`config.mk`:
```
export PLATFORM = sky130hd
export DESIGN_NAME = pmwp_top
export DESIGN_NICKNAME = d
export VERILOG_FILES = /design/src/core/pmwp_pkg.sv /design/src/core/pmwp_ctl_if.sv /design/src/core/pmwp_gate.sv /design/src/core/pmwp_addr_dec.sv /design/src/core/pmwp_top.sv
export SDC_FILE = /design/constraint.sdc
export NUM_CORES = 1
export LEC_CHECK = 0
export BUFFER_PORTS_ARGS = -buffer_cell sky130_fd_sc_hd__buf_2
export CORE_ASPECT_RATIO = 0.5
export CORE_MARGIN = 1.5
export CORE_UTILIZATION = 50
export CTS_BUF_LIST = sky130_fd_sc_hd__clkbuf_8
export CTS_CLUSTER_SIZE = 25
export DETAILED_ROUTE_END_ITERATION = 10
export GPL_TIMING_DRIVEN = 0
export PLACE_DENSITY = 0.84
export SLEW_MARGIN = 5
export SYNTH_ARGS = -nofsm -noshare
export SYNTH_HDL_FRONTEND = slang
export SYNTH_SLANG_ARGS = --single-unit
```
`constraint.sdc`:
```
create_clock -name i_clk -period 7.3 [get_ports i_clk]
set_clock_uncertainty 0.2 [all_clocks]
set_input_delay 1.46 -clock i_clk [delete_from_list [all_inputs] [get_ports i_clk]]
set_output_delay 1.46 -clock i_clk [all_outputs]
set_load 0.005 [all_outputs]
```
`src/core/pmwp_pkg.sv`:
```
package pmwp_pkg;
    // Command codes handled by this block
    localparam logic [7:0] CMD_CHANNEL_SELECT = 8'h00;
    localparam logic [7:0] CMD_OPERATION = 8'h01;
    localparam logic [7:0] CMD_ON_OFF_CONFIG = 8'h02;
    localparam logic [7:0] CMD_PAGE_PLUS_WRITE = 8'h05;
    localparam logic [7:0] CMD_PAGE_PLUS_READ = 8'h06;
    localparam logic [7:0] CMD_WRITE_LOCK_LEVEL = 8'h10;
    localparam logic [7:0] CMD_VOUT_COMMAND = 8'h21;
    localparam logic [7:0] CMD_BUS_TARGET_ID = 8'he6;
    localparam logic [7:0] CMD_SHARED_RAIL_TARGET_ID = 8'hfa;
    // Reset values
    localparam logic [7:0] RST_CHANNEL_SELECT = 8'h00;
    localparam logic [7:0] RST_WRITE_LOCK_LEVEL = 8'h00;
    localparam logic [7:0] RST_BUS_TARGET_ID = 8'h4f;
    localparam logic [7:0] RST_SHARED_RAIL_TARGET_ID = 8'h80;
    // Channel select values
    localparam logic [7:0] PAGE_CH0 = 8'h00;
    localparam logic [7:0] PAGE_CH1 = 8'h01;
    localparam logic [7:0] PAGE_ALL = 8'hff;
    // Address values
    localparam logic [7:0] ADDR_DISABLED = 8'h80;
    localparam logic [6:0] ADDR_GLOBAL_A = 7'h5a;
    localparam logic [6:0] ADDR_GLOBAL_B = 7'h5b;
    // Write lock level bit positions
    localparam int WLL_BIT_ALL = 7;
    localparam int WLL_BIT_OPS = 6;
    localparam int WLL_BIT_CFG = 5;
    // Channel masks
    localparam logic [1:0] MASK_NONE = 2'h0;
    localparam logic [1:0] MASK_CH0 = 2'h1;
    localparam logic [1:0] MASK_CH1 = 2'h2;
    localparam logic [1:0] MASK_BOTH = 2'h3;
endpackage

```
`src/core/pmwp_ctl_if.sv`:
```
`timescale 1ns/100ps
interface pmwp_ctl_if;
    // Write permission check
    logic [7:0] wll;
    logic wp_pin;
    logic [7:0] code;
    logic w1c;
    logic allow;
    // Address match
    logic [7:0] dev_id;
    logic [7:0] rail_id [2];
    logic [3:0] strap_low;
    logic [2:0] strap_high;
    logic low_open;
    logic high_open;
    logic [6:0] probe;
    logic hit_dev;
    logic hit_global;
    logic [1:0] hit_rail;
    logic [6:0] eff_addr;
    modport gate (input wll, wp_pin, code, w1c, output allow);
    modport gate_user (output wll, wp_pin, code, w1c, input allow);
    modport dec (input dev_id, rail_id, strap_low, strap_high, low_open, high_open, probe,
                 output hit_dev, hit_global, hit_rail, eff_addr);
    modport dec_user (output dev_id, rail_id, strap_low, strap_high, low_open, high_open,
                      probe, input hit_dev, hit_global, hit_rail, eff_addr);
endinterface

```
`src/core/pmwp_gate.sv`:
```
`timescale 1ns/100ps
module pmwp_gate #(
    parameter logic [7:0] CODE_CLEAR_FAULTS = 8'h03,
    parameter logic [7:0] CODE_STORE_USER_ALL = 8'h15,
    parameter logic [7:0] CODE_EEPROM_UNLOCK = 8'hfe,
    parameter logic [7:0] CODE_PEAK_CLEAR = 8'hfc
) (
    pmwp_ctl_if.gate g
);
    // Commands writable under the strictest level
    function automatic logic in_base_set(input logic [7:0] c);
        in_base_set = (c == pmwp_pkg::CMD_WRITE_LOCK_LEVEL) ||
                      (c == pmwp_pkg::CMD_CHANNEL_SELECT) ||
                      (c == CODE_EEPROM_UNLOCK) || (c == CODE_STORE_USER_ALL);
    endfunction

    // Operational commands kept open at the middle level and by the pin
    function automatic logic in_ops_set(input logic [7:0] c);
        in_ops_set = (c == CODE_PEAK_CLEAR) || (c == pmwp_pkg::CMD_OPERATION) ||
                     (c == CODE_CLEAR_FAULTS);
    endfunction

    // Pin wins over level; highest level bit wins; reserved bits are ignored
    always_comb begin
        if (g.wp_pin) begin
            g.allow = g.w1c || in_ops_set(g.code) || (g.code == CODE_EEPROM_UNLOCK) ||
                      (g.code == pmwp_pkg::CMD_CHANNEL_SELECT);
        end else if (g.wll[pmwp_pkg::WLL_BIT_ALL]) begin
            g.allow = in_base_set(g.code);
        end else if (g.wll[pmwp_pkg::WLL_BIT_OPS]) begin
            g.allow = g.w1c || in_base_set(g.code) || in_ops_set(g.code);
        end else if (g.wll[pmwp_pkg::WLL_BIT_CFG]) begin
            g.allow = g.w1c || in_base_set(g.code) || in_ops_set(g.code) ||
                      (g.code == pmwp_pkg::CMD_ON_OFF_CONFIG) ||
                      (g.code == pmwp_pkg::CMD_VOUT_COMMAND);
        end else begin
            g.allow = 1'b1;
        end
    end
endmodule

```
`src/core/pmwp_addr_dec.sv`:
```
`timescale 1ns/100ps
module pmwp_addr_dec (
    pmwp_ctl_if.dec d
);
    logic [6:0] eff;

    // Straps give the address unless a strap pin is left open
    always_comb begin
        eff[6:4] = d.high_open ? d.dev_id[6:4] : d.strap_high;
        eff[3:0] = d.low_open ? d.dev_id[3:0] : d.strap_low;
    end

    assign d.eff_addr = eff;
    assign d.hit_dev = (d.dev_id != pmwp_pkg::ADDR_DISABLED) && (d.probe == eff);
    assign d.hit_global = (d.probe == pmwp_pkg::ADDR_GLOBAL_A) ||
                          (d.probe == pmwp_pkg::ADDR_GLOBAL_B);

    // Each channel answers its own shared rail address
    genvar ch;
    generate
        for (ch = 0; ch < 2; ch++) begin : g_rail
            assign d.hit_rail[ch] = (d.rail_id[ch] != pmwp_pkg::ADDR_DISABLED) &&
                                    (d.probe == d.rail_id[ch][6:0]);
        end
    endgenerate
endmodule

```
`src/core/pmwp_top.sv`:
```
`timescale 1ns/100ps
module pmwp_top #(
    parameter logic [7:0] CODE_CLEAR_FAULTS = 8'h03,
    parameter logic [7:0] CODE_STORE_USER_ALL = 8'h15,
    parameter logic [7:0] CODE_EEPROM_UNLOCK = 8'hfe,
    parameter logic [7:0] CODE_PEAK_CLEAR = 8'hfc
) (
    input wire logic i_clk,
    input wire logic i_reset_n,
    input wire logic i_clk_en,
    input wire logic i_wp_pin,
    input wire logic [3:0] i_addr_strap_low,
    input wire logic i_addr_strap_low_open,
    input wire logic [2:0] i_addr_strap_high,
    input wire logic i_addr_strap_high_open,
    input wire logic i_addr_valid,
    input wire logic [6:0] i_addr,
    input wire logic i_rail_rd_mismatch,
    input wire logic i_cmd_valid,
    input wire logic i_cmd_write,
    input wire logic [7:0] i_cmd_code,
    input wire logic [7:0] i_cmd_data,
    input wire logic i_cmd_paged,
    input wire logic i_cmd_w1c,
    input wire logic [7:0] i_pp_page,
    input wire logic [7:0] i_pp_code,
    output logic o_addr_ack,
    output logic o_addr_global,
    output logic [1:0] o_addr_rail_mask,
    output logic [6:0] o_eff_addr,
    output logic o_cmd_ack,
    output logic o_cmd_nack,
    output logic o_xfer_valid,
    output logic o_xfer_write,
    output logic o_xfer_own,
    output logic [7:0] o_xfer_code,
    output logic [7:0] o_xfer_data,
    output logic [1:0] o_xfer_ch_mask,
    output logic [7:0] o_rd_data,
    output logic o_cml_data_fault,
    output logic o_cml_comm_fault,
    output logic [7:0] o_channel_select,
    output logic [7:0] o_write_lock_level
);
    pmwp_ctl_if ctl ();

    // Pin synchronisers: stage one feeds only stage two
    logic [9:0] sync1_ff;
    logic [9:0] sync2_ff;
    logic [9:0] nxt_sync1;
    logic [9:0] nxt_sync2;

    // Register file and registered outputs
    logic [7:0] channel_select_ff;
    logic [7:0] write_lock_level_ff;
    logic [7:0] bus_target_id_ff;
    logic [7:0] shared_rail_target_id_ff [2];
    logic xfer_valid_ff;
    logic xfer_write_ff;
    logic xfer_own_ff;
    logic [7:0] xfer_code_ff;
    logic [7:0] xfer_data_ff;
    logic [1:0] xfer_ch_mask_ff;
    logic [7:0] rd_data_ff;
    logic data_fault_ff;
    logic comm_fault_ff;
    logic [7:0] nxt_channel_select;
    logic [7:0] nxt_write_lock_level;
    logic [7:0] nxt_bus_target_id;
    logic [7:0] nxt_shared_rail_target_id [2];
    logic nxt_xfer_valid;
    logic nxt_xfer_write;
    logic nxt_xfer_own;
    logic [7:0] nxt_xfer_code;
    logic [7:0] nxt_xfer_data;
    logic [1:0] nxt_xfer_ch_mask;
    logic [7:0] nxt_rd_data;
    logic nxt_data_fault;
    logic nxt_comm_fault;

    // Decode of the current request
    logic is_pp;
    logic nested;
    logic is_wr;
    logic [7:0] code;
    logic paged;
    logic own_reg;
    logic [7:0] page;
    logic [1:0] ch_mask;
    logic page_ok;
    logic pp_page_wr;
    logic accept;
    logic refuse;

    always_comb begin
        nxt_sync1 = {i_wp_pin, i_addr_strap_low_open, i_addr_strap_high_open,
                     i_addr_strap_high, i_addr_strap_low};
        nxt_sync2 = sync1_ff;
    end

    // Outer code selects plain or combined page packet handling
    always_comb begin
        is_pp = (i_cmd_code == pmwp_pkg::CMD_PAGE_PLUS_WRITE) ||
                (i_cmd_code == pmwp_pkg::CMD_PAGE_PLUS_READ);
        code = is_pp ? i_pp_code : i_cmd_code;
        nested = is_pp && ((i_pp_code == pmwp_pkg::CMD_PAGE_PLUS_WRITE) ||
                           (i_pp_code == pmwp_pkg::CMD_PAGE_PLUS_READ));
        is_wr = is_pp ? (i_cmd_code == pmwp_pkg::CMD_PAGE_PLUS_WRITE) : i_cmd_write;
        own_reg = (code == pmwp_pkg::CMD_CHANNEL_SELECT) ||
                  (code == pmwp_pkg::CMD_WRITE_LOCK_LEVEL) ||
                  (code == pmwp_pkg::CMD_BUS_TARGET_ID) ||
                  (code == pmwp_pkg::CMD_SHARED_RAIL_TARGET_ID);
        paged = (code == pmwp_pkg::CMD_SHARED_RAIL_TARGET_ID) || (!own_reg && i_cmd_paged);
        page = is_pp ? i_pp_page : channel_select_ff;
        page_ok = 1'b1;
        ch_mask = pmwp_pkg::MASK_NONE;
        if (paged) begin
            if (page == pmwp_pkg::PAGE_CH0) begin
                ch_mask = pmwp_pkg::MASK_CH0;
            end else if (page == pmwp_pkg::PAGE_CH1) begin
                ch_mask = pmwp_pkg::MASK_CH1;
            end else if (page == pmwp_pkg::PAGE_ALL) begin
                ch_mask = is_wr ? pmwp_pkg::MASK_BOTH : pmwp_pkg::MASK_CH0;
            end else begin
                page_ok = 1'b0;
            end
        end
        pp_page_wr = is_pp && is_wr && (code == pmwp_pkg::CMD_CHANNEL_SELECT);
        accept = i_cmd_valid && !nested && page_ok && !pp_page_wr &&
                 (!is_wr || ctl.allow);
        refuse = i_cmd_valid && !accept;
    end

    // Write permission inputs
    always_comb begin
        ctl.wll = write_lock_level_ff;
        ctl.wp_pin = sync2_ff[9];
        ctl.code = code;
        ctl.w1c = i_cmd_w1c;
    end

    // Address decode inputs
    always_comb begin
        ctl.dev_id = bus_target_id_ff;
        ctl.rail_id[0] = shared_rail_target_id_ff[0];
        ctl.rail_id[1] = shared_rail_target_id_ff[1];
        ctl.strap_low = sync2_ff[3:0];
        ctl.strap_high = sync2_ff[6:4];
        ctl.high_open = sync2_ff[7];
        ctl.low_open = sync2_ff[8];
        ctl.probe = i_addr;
    end

    pmwp_gate #(
        .CODE_CLEAR_FAULTS(CODE_CLEAR_FAULTS),
        .CODE_STORE_USER_ALL(CODE_STORE_USER_ALL),
        .CODE_EEPROM_UNLOCK(CODE_EEPROM_UNLOCK),
        .CODE_PEAK_CLEAR(CODE_PEAK_CLEAR)
    ) pmwp_gate_inst (
        .g(ctl.gate)
    );

    pmwp_addr_dec pmwp_addr_dec_inst (
        .d(ctl.dec)
    );

    // Handshake answers, same cycle as the request
    always_comb begin
        o_cmd_ack = i_clk_en && accept;
        o_cmd_nack = i_clk_en && refuse;
        o_addr_global = i_clk_en && i_addr_valid && ctl.hit_global;
        o_addr_rail_mask = (i_clk_en && i_addr_valid) ? ctl.hit_rail : pmwp_pkg::MASK_NONE;
        o_addr_ack = i_clk_en && i_addr_valid && (ctl.hit_dev || ctl.hit_global ||
                     (ctl.hit_rail != pmwp_pkg::MASK_NONE));
    end

    // Register updates, read data and transfer hand-off
    always_comb begin
        nxt_channel_select = channel_select_ff;
        nxt_write_lock_level = write_lock_level_ff;
        nxt_bus_target_id = bus_target_id_ff;
        nxt_shared_rail_target_id = shared_rail_target_id_ff;
        nxt_xfer_valid = accept;
        nxt_xfer_write = xfer_write_ff;
        nxt_xfer_own = xfer_own_ff;
        nxt_xfer_code = xfer_code_ff;
        nxt_xfer_data = xfer_data_ff;
        nxt_xfer_ch_mask = xfer_ch_mask_ff;
        nxt_rd_data = rd_data_ff;
        nxt_data_fault = refuse;
        nxt_comm_fault = i_rail_rd_mismatch;
        if (accept) begin
            nxt_xfer_write = is_wr;
            nxt_xfer_own = own_reg;
            nxt_xfer_code = code;
            nxt_xfer_data = i_cmd_data;
            nxt_xfer_ch_mask = ch_mask;
            if (is_wr) begin
                if (code == pmwp_pkg::CMD_CHANNEL_SELECT) begin
                    nxt_channel_select = i_cmd_data;
                end else if (code == pmwp_pkg::CMD_WRITE_LOCK_LEVEL) begin
                    nxt_write_lock_level = i_cmd_data;
                end else if (code == pmwp_pkg::CMD_BUS_TARGET_ID) begin
                    nxt_bus_target_id = i_cmd_data;
                end else if (code == pmwp_pkg::CMD_SHARED_RAIL_TARGET_ID) begin
                    for (int ch = 0; ch < 2; ch++) begin
                        if (ch_mask[ch]) begin
                            nxt_shared_rail_target_id[ch] = i_cmd_data;
                        end
                    end
                end
            end else begin
                if (code == pmwp_pkg::CMD_CHANNEL_SELECT) begin
                    nxt_rd_data = channel_select_ff;
                end else if (code == pmwp_pkg::CMD_WRITE_LOCK_LEVEL) begin
                    nxt_rd_data = write_lock_level_ff;
                end else if (code == pmwp_pkg::CMD_BUS_TARGET_ID) begin
                    nxt_rd_data = bus_target_id_ff;
                end else if (code == pmwp_pkg::CMD_SHARED_RAIL_TARGET_ID) begin
                    nxt_rd_data = ch_mask[1] ? shared_rail_target_id_ff[1] :
                                  shared_rail_target_id_ff[0];
                end else begin
                    nxt_rd_data = rd_data_ff;
                end
            end
        end
    end

    // State registers, frozen while the clock enable is low
    always_ff @(posedge i_clk) begin
        if (!i_reset_n) begin
            sync1_ff <= '0;
            sync2_ff <= '0;
            channel_select_ff <= pmwp_pkg::RST_CHANNEL_SELECT;
            write_lock_level_ff <= pmwp_pkg::RST_WRITE_LOCK_LEVEL;
            bus_target_id_ff <= pmwp_pkg::RST_BUS_TARGET_ID;
            shared_rail_target_id_ff[0] <= pmwp_pkg::RST_SHARED_RAIL_TARGET_ID;
            shared_rail_target_id_ff[1] <= pmwp_pkg::RST_SHARED_RAIL_TARGET_ID;
            xfer_valid_ff <= 1'b0;
            xfer_write_ff <= 1'b0;
            xfer_own_ff <= 1'b0;
            xfer_code_ff <= '0;
            xfer_data_ff <= '0;
            xfer_ch_mask_ff <= pmwp_pkg::MASK_NONE;
            rd_data_ff <= '0;
            data_fault_ff <= 1'b0;
            comm_fault_ff <= 1'b0;
        end else if (i_clk_en) begin
            sync1_ff <= nxt_sync1;
            sync2_ff <= nxt_sync2;
            channel_select_ff <= nxt_channel_select;
            write_lock_level_ff <= nxt_write_lock_level;
            bus_target_id_ff <= nxt_bus_target_id;
            shared_rail_target_id_ff <= nxt_shared_rail_target_id;
            xfer_valid_ff <= nxt_xfer_valid;
            xfer_write_ff <= nxt_xfer_write;
            xfer_own_ff <= nxt_xfer_own;
            xfer_code_ff <= nxt_xfer_code;
            xfer_data_ff <= nxt_xfer_data;
            xfer_ch_mask_ff <= nxt_xfer_ch_mask;
            rd_data_ff <= nxt_rd_data;
            data_fault_ff <= nxt_data_fault;
            comm_fault_ff <= nxt_comm_fault;
        end
    end

    // Registered outputs; one-cycle pulses drop while the enable is low
    always_comb begin
        o_xfer_valid = xfer_valid_ff && i_clk_en;
        o_xfer_write = xfer_write_ff;
        o_xfer_own = xfer_own_ff;
        o_xfer_code = xfer_code_ff;
        o_xfer_data = xfer_data_ff;
        o_xfer_ch_mask = xfer_ch_mask_ff;
        o_rd_data = rd_data_ff;
        o_cml_data_fault = data_fault_ff && i_clk_en;
        o_cml_comm_fault = comm_fault_ff && i_clk_en;
        o_channel_select = channel_select_ff;
        o_write_lock_level = write_lock_level_ff;
        o_eff_addr = ctl.eff_addr;
    end
endmodule

```
==> reports/metrics.yaml <==
status: "complete, no violations"
vias: 5254
grt_pass1_vias: 4731
drive_above_1_share: 0.215
avgSynthCellArea_um2: 8.59
dr.pass1.iters: 6
h-tree-depth: 3
period_minus_slack_ns: 6.27
ys_seq_area_frac: 0.360
powerDensity_nw_per_um2: 170
yosysWarnings: 0
synth_top_cell_area_share: 0.360
ys_ff_latch: 91
synth_edf_count: 0
use_met2: 0.462
setup_viol: 0
initial_core_util: 0.525
critPathKind: "input pin to output port"
finalSetupTns_ns: 0
fin_nets: 770
synth-compound-area-share: 0.146
synth_top_family_by_area: "simple AND/OR/NAND/NOR gates"
grt_max_degree: 18
clockBufferDepth: 2
slew_violations: 0
die_area_um2: 10800
antenna_cells: 0
path_clk_slew_ns: 0.08
synth_fa_ha_area_frac: 0
worstPathArrival_ns: 4.61
numCtsBuffers: 9
grt-ovfl-total: 0
synth_cell_types: 67
p_leak_uw: 0.00282
gr-usage-all-layers: 0.288
worst_pin_slew_ns: 0.957
cp.required_ns: 5.64
io_pins: 118
pre_cts_ws_ns: 1.11
ant_nets: 0
met1_usage: 0.387
period_share: 0.858
end_kind: "output port"
drc_errors: 0
synth-simple-area-share: 0.243
wirelength_um: 15800
numClockSinks: 91
die_x_um: 145
worst-path-max-fanout: 10
via_per_inst: 6.17
postCtsSetupBuffers: 0
hold_viol_final: 0
yosys_most_used_dff: "dfxtp_1"
ctsHoldBuffers: 0
wl_per_cell_um: 18.5
cp-start-kind: "input pin"
drtIter0Drc: 562
cts_resized: 0
fmax_ghz: 0.160
gr-usage-met3: 0.0650
fin_ws_ns: 1.03
synth_cells: 589
num_rows: 25
hpwl_um: 11600
grt-busiest-layer: "met2"
die_height_um: 74.1
synth_area_leaders: "dfxtp_1 36%, mux2i_1 17%, nand2_1 7.3%"
vdd_drop_max_mv: 0.0991
synth_nets: 647
syn_area_um2: 5060
area_growth_pct: 18.6
layout_commonest_cell: "buf_2"
cts_tree: "done"
max_slew_margin: 0.359
synth-xor-area-share: 0.0329
coreArea_um2: 9630
synthMuxAreaShare: 0.184
io_buffers: 112
place.gp.congestion: 1.02
synth_top_area_cell: "dfxtp_1"
cts-root-buf: "clkbuf_8"
antenna_found_initial: 0
hp-class: "flop to flop"
ys_async_sr_fraction: 0
cap_violations: 0
grt_pass1_wl_um: 24200
layout_common_cells: "116 x buf_2, 99 x nand2_1, 91 x dfxtp_1, 84 x mux2i_1, 63 x nor2_1"
rsz0062_at_grt: "no"
clk-insertion-delay-late_ns: 0.38
==> path summary, 6_finish.rpt <==
check,slack (ns),to,startpoint,cells past startpoint
min reg2reg,0.26,o_xfer_code[6]$_SDFFE_PN0P_,o_xfer_code[6]$_SDFFE_PN0P_,2
max reg2reg,3.90,o_rd_data[5]$_SDFFE_PN0P_,o_channel_select[4]$_SDFFE_PN0P_,7
max,1.03,o_cmd_ack,i_cmd_code[3],12
min,0.26,o_xfer_code[6]$_SDFFE_PN0P_,o_xfer_code[6]$_SDFFE_PN0P_,2
==> critical path, stage by stage <==
cell and delay, ns:
clkbuf_1 0.30, or2_1 0.16, clkbuf_1 0.24, clkbuf_1 0.40, nor3_1 0.12, nor4_1 0.25, o21ai_0 0.25, a31oi_1 0.83
o211ai_4 0.20, buf_6 0.22, inv_1 0.05, buf_2 0.10
==> cells by family (layout without fill, tap and decap cells) <==
| group | count (synthesis) | after routing |
|---|---|---|
| AND/OR/NAND/NOR | 258 | 258 |
| flip-flops | 91 | 91 |
| AO/OA/AOI/OAI | 90 | 90 |
| multiplexers | 92 | 92 |
| XOR/XNOR | 19 | 19 |
| buffers and inverters | 39 | 167 |
==> power breakdown <==
group	internal [uW]	leakage, uW	switching [uW]	total (uW)
logic	52.6	0.00197	84.0	137
clock network	174	0.000110	198	372
registers	507	0.000739	6.20	514
total	734	0.00282	288	1020
==> per-layer routing <==
metal | vias to the layer above | share of wire
li1 | 2392 | -
met5 | - | 0
met4 | 0 | 0.026
met3 | 60 | 0.10
met2 | 329 | 0.45
met1 | 2473 | 0.42
==> stage by stage <==
step / area [um^2] / util / instances / total power [uW] / hold slack [ns]
floorplan: 5060 / - / 589 / 603 / 0.246
global placement: 5790 / 0.601 / 836 / 655 / 0.244
detailed placement: 5790 / 0.601 / 836 / 657 / 0.254
CTS: 6000 / 0.623 / 852 / 1020 / 0.266
global route: 6000 / 0.623 / 852 / 1060 / 0.287
finish: 6000 / 0.623 / 852 / 1020 / 0.264
==> layout make-up <==
cell class / count / area (um^2)
inverters: 8 / 30.0
plain buffers: 31 / 144
fillers: 829 / 3630
multi-input cells: 459 / 3060
clock buffers: 10 / 138
repair buffers: 112 / 561
clock inverters: 6 / 76.3
well taps: 135 / 169
flip-flops and latches: 91 / 1820
==> flip-flops by register name, summed over array words and instances, names as in the netlist <==
name,flops
data_fault_ff,1
o_xfer_data,8
o_channel_select,8
o_write_lock_level,8
o_xfer_ch_mask,2
o_xfer_own,1
xfer_valid_ff,1
nxt_sync2,10
o_xfer_write,1
sync2_ff,10
bus_target_id_ff,8
o_xfer_code,8
ctl.rail_id,16
o_rd_data,8
comm_fault_ff,1
==> synthesized netlist by cell type, types with 2 or more instances <==
cell       number
nand2_1        99
dfxtp_1        91
mux2i_1        84
nor2_1         63
clkbuf_1       20
nand3_1        14
a21oi_1        13
nor4_1         13
xor2_1         12
nor3_1         11
a31oi_1        10
nand4_1        10
inv_1           8
and2_1          7
mux2_2          7
o21ai_0         7
xnor2_1         7
nand2b_1        6
o32ai_1         6
or3_1           6
nor3b_1         5
o221ai_1        5
or4_1           5
a211oi_1        4
buf_1           4
buf_2           4
nor4b_1         4
o211ai_1        4
a41o_1          3
and3_1          3
buf_6           3
o211a_1         3
o31a_1          3
or2_2           3
a211o_1         2
a21o_1          2
a311o_1         2
a311oi_1        2
nand3b_1        2
o211ai_4        2
o21a_1          2
o2bb2ai_1       2
o31ai_1         2
Note: power is estimated with default switching activity, not from simulation.
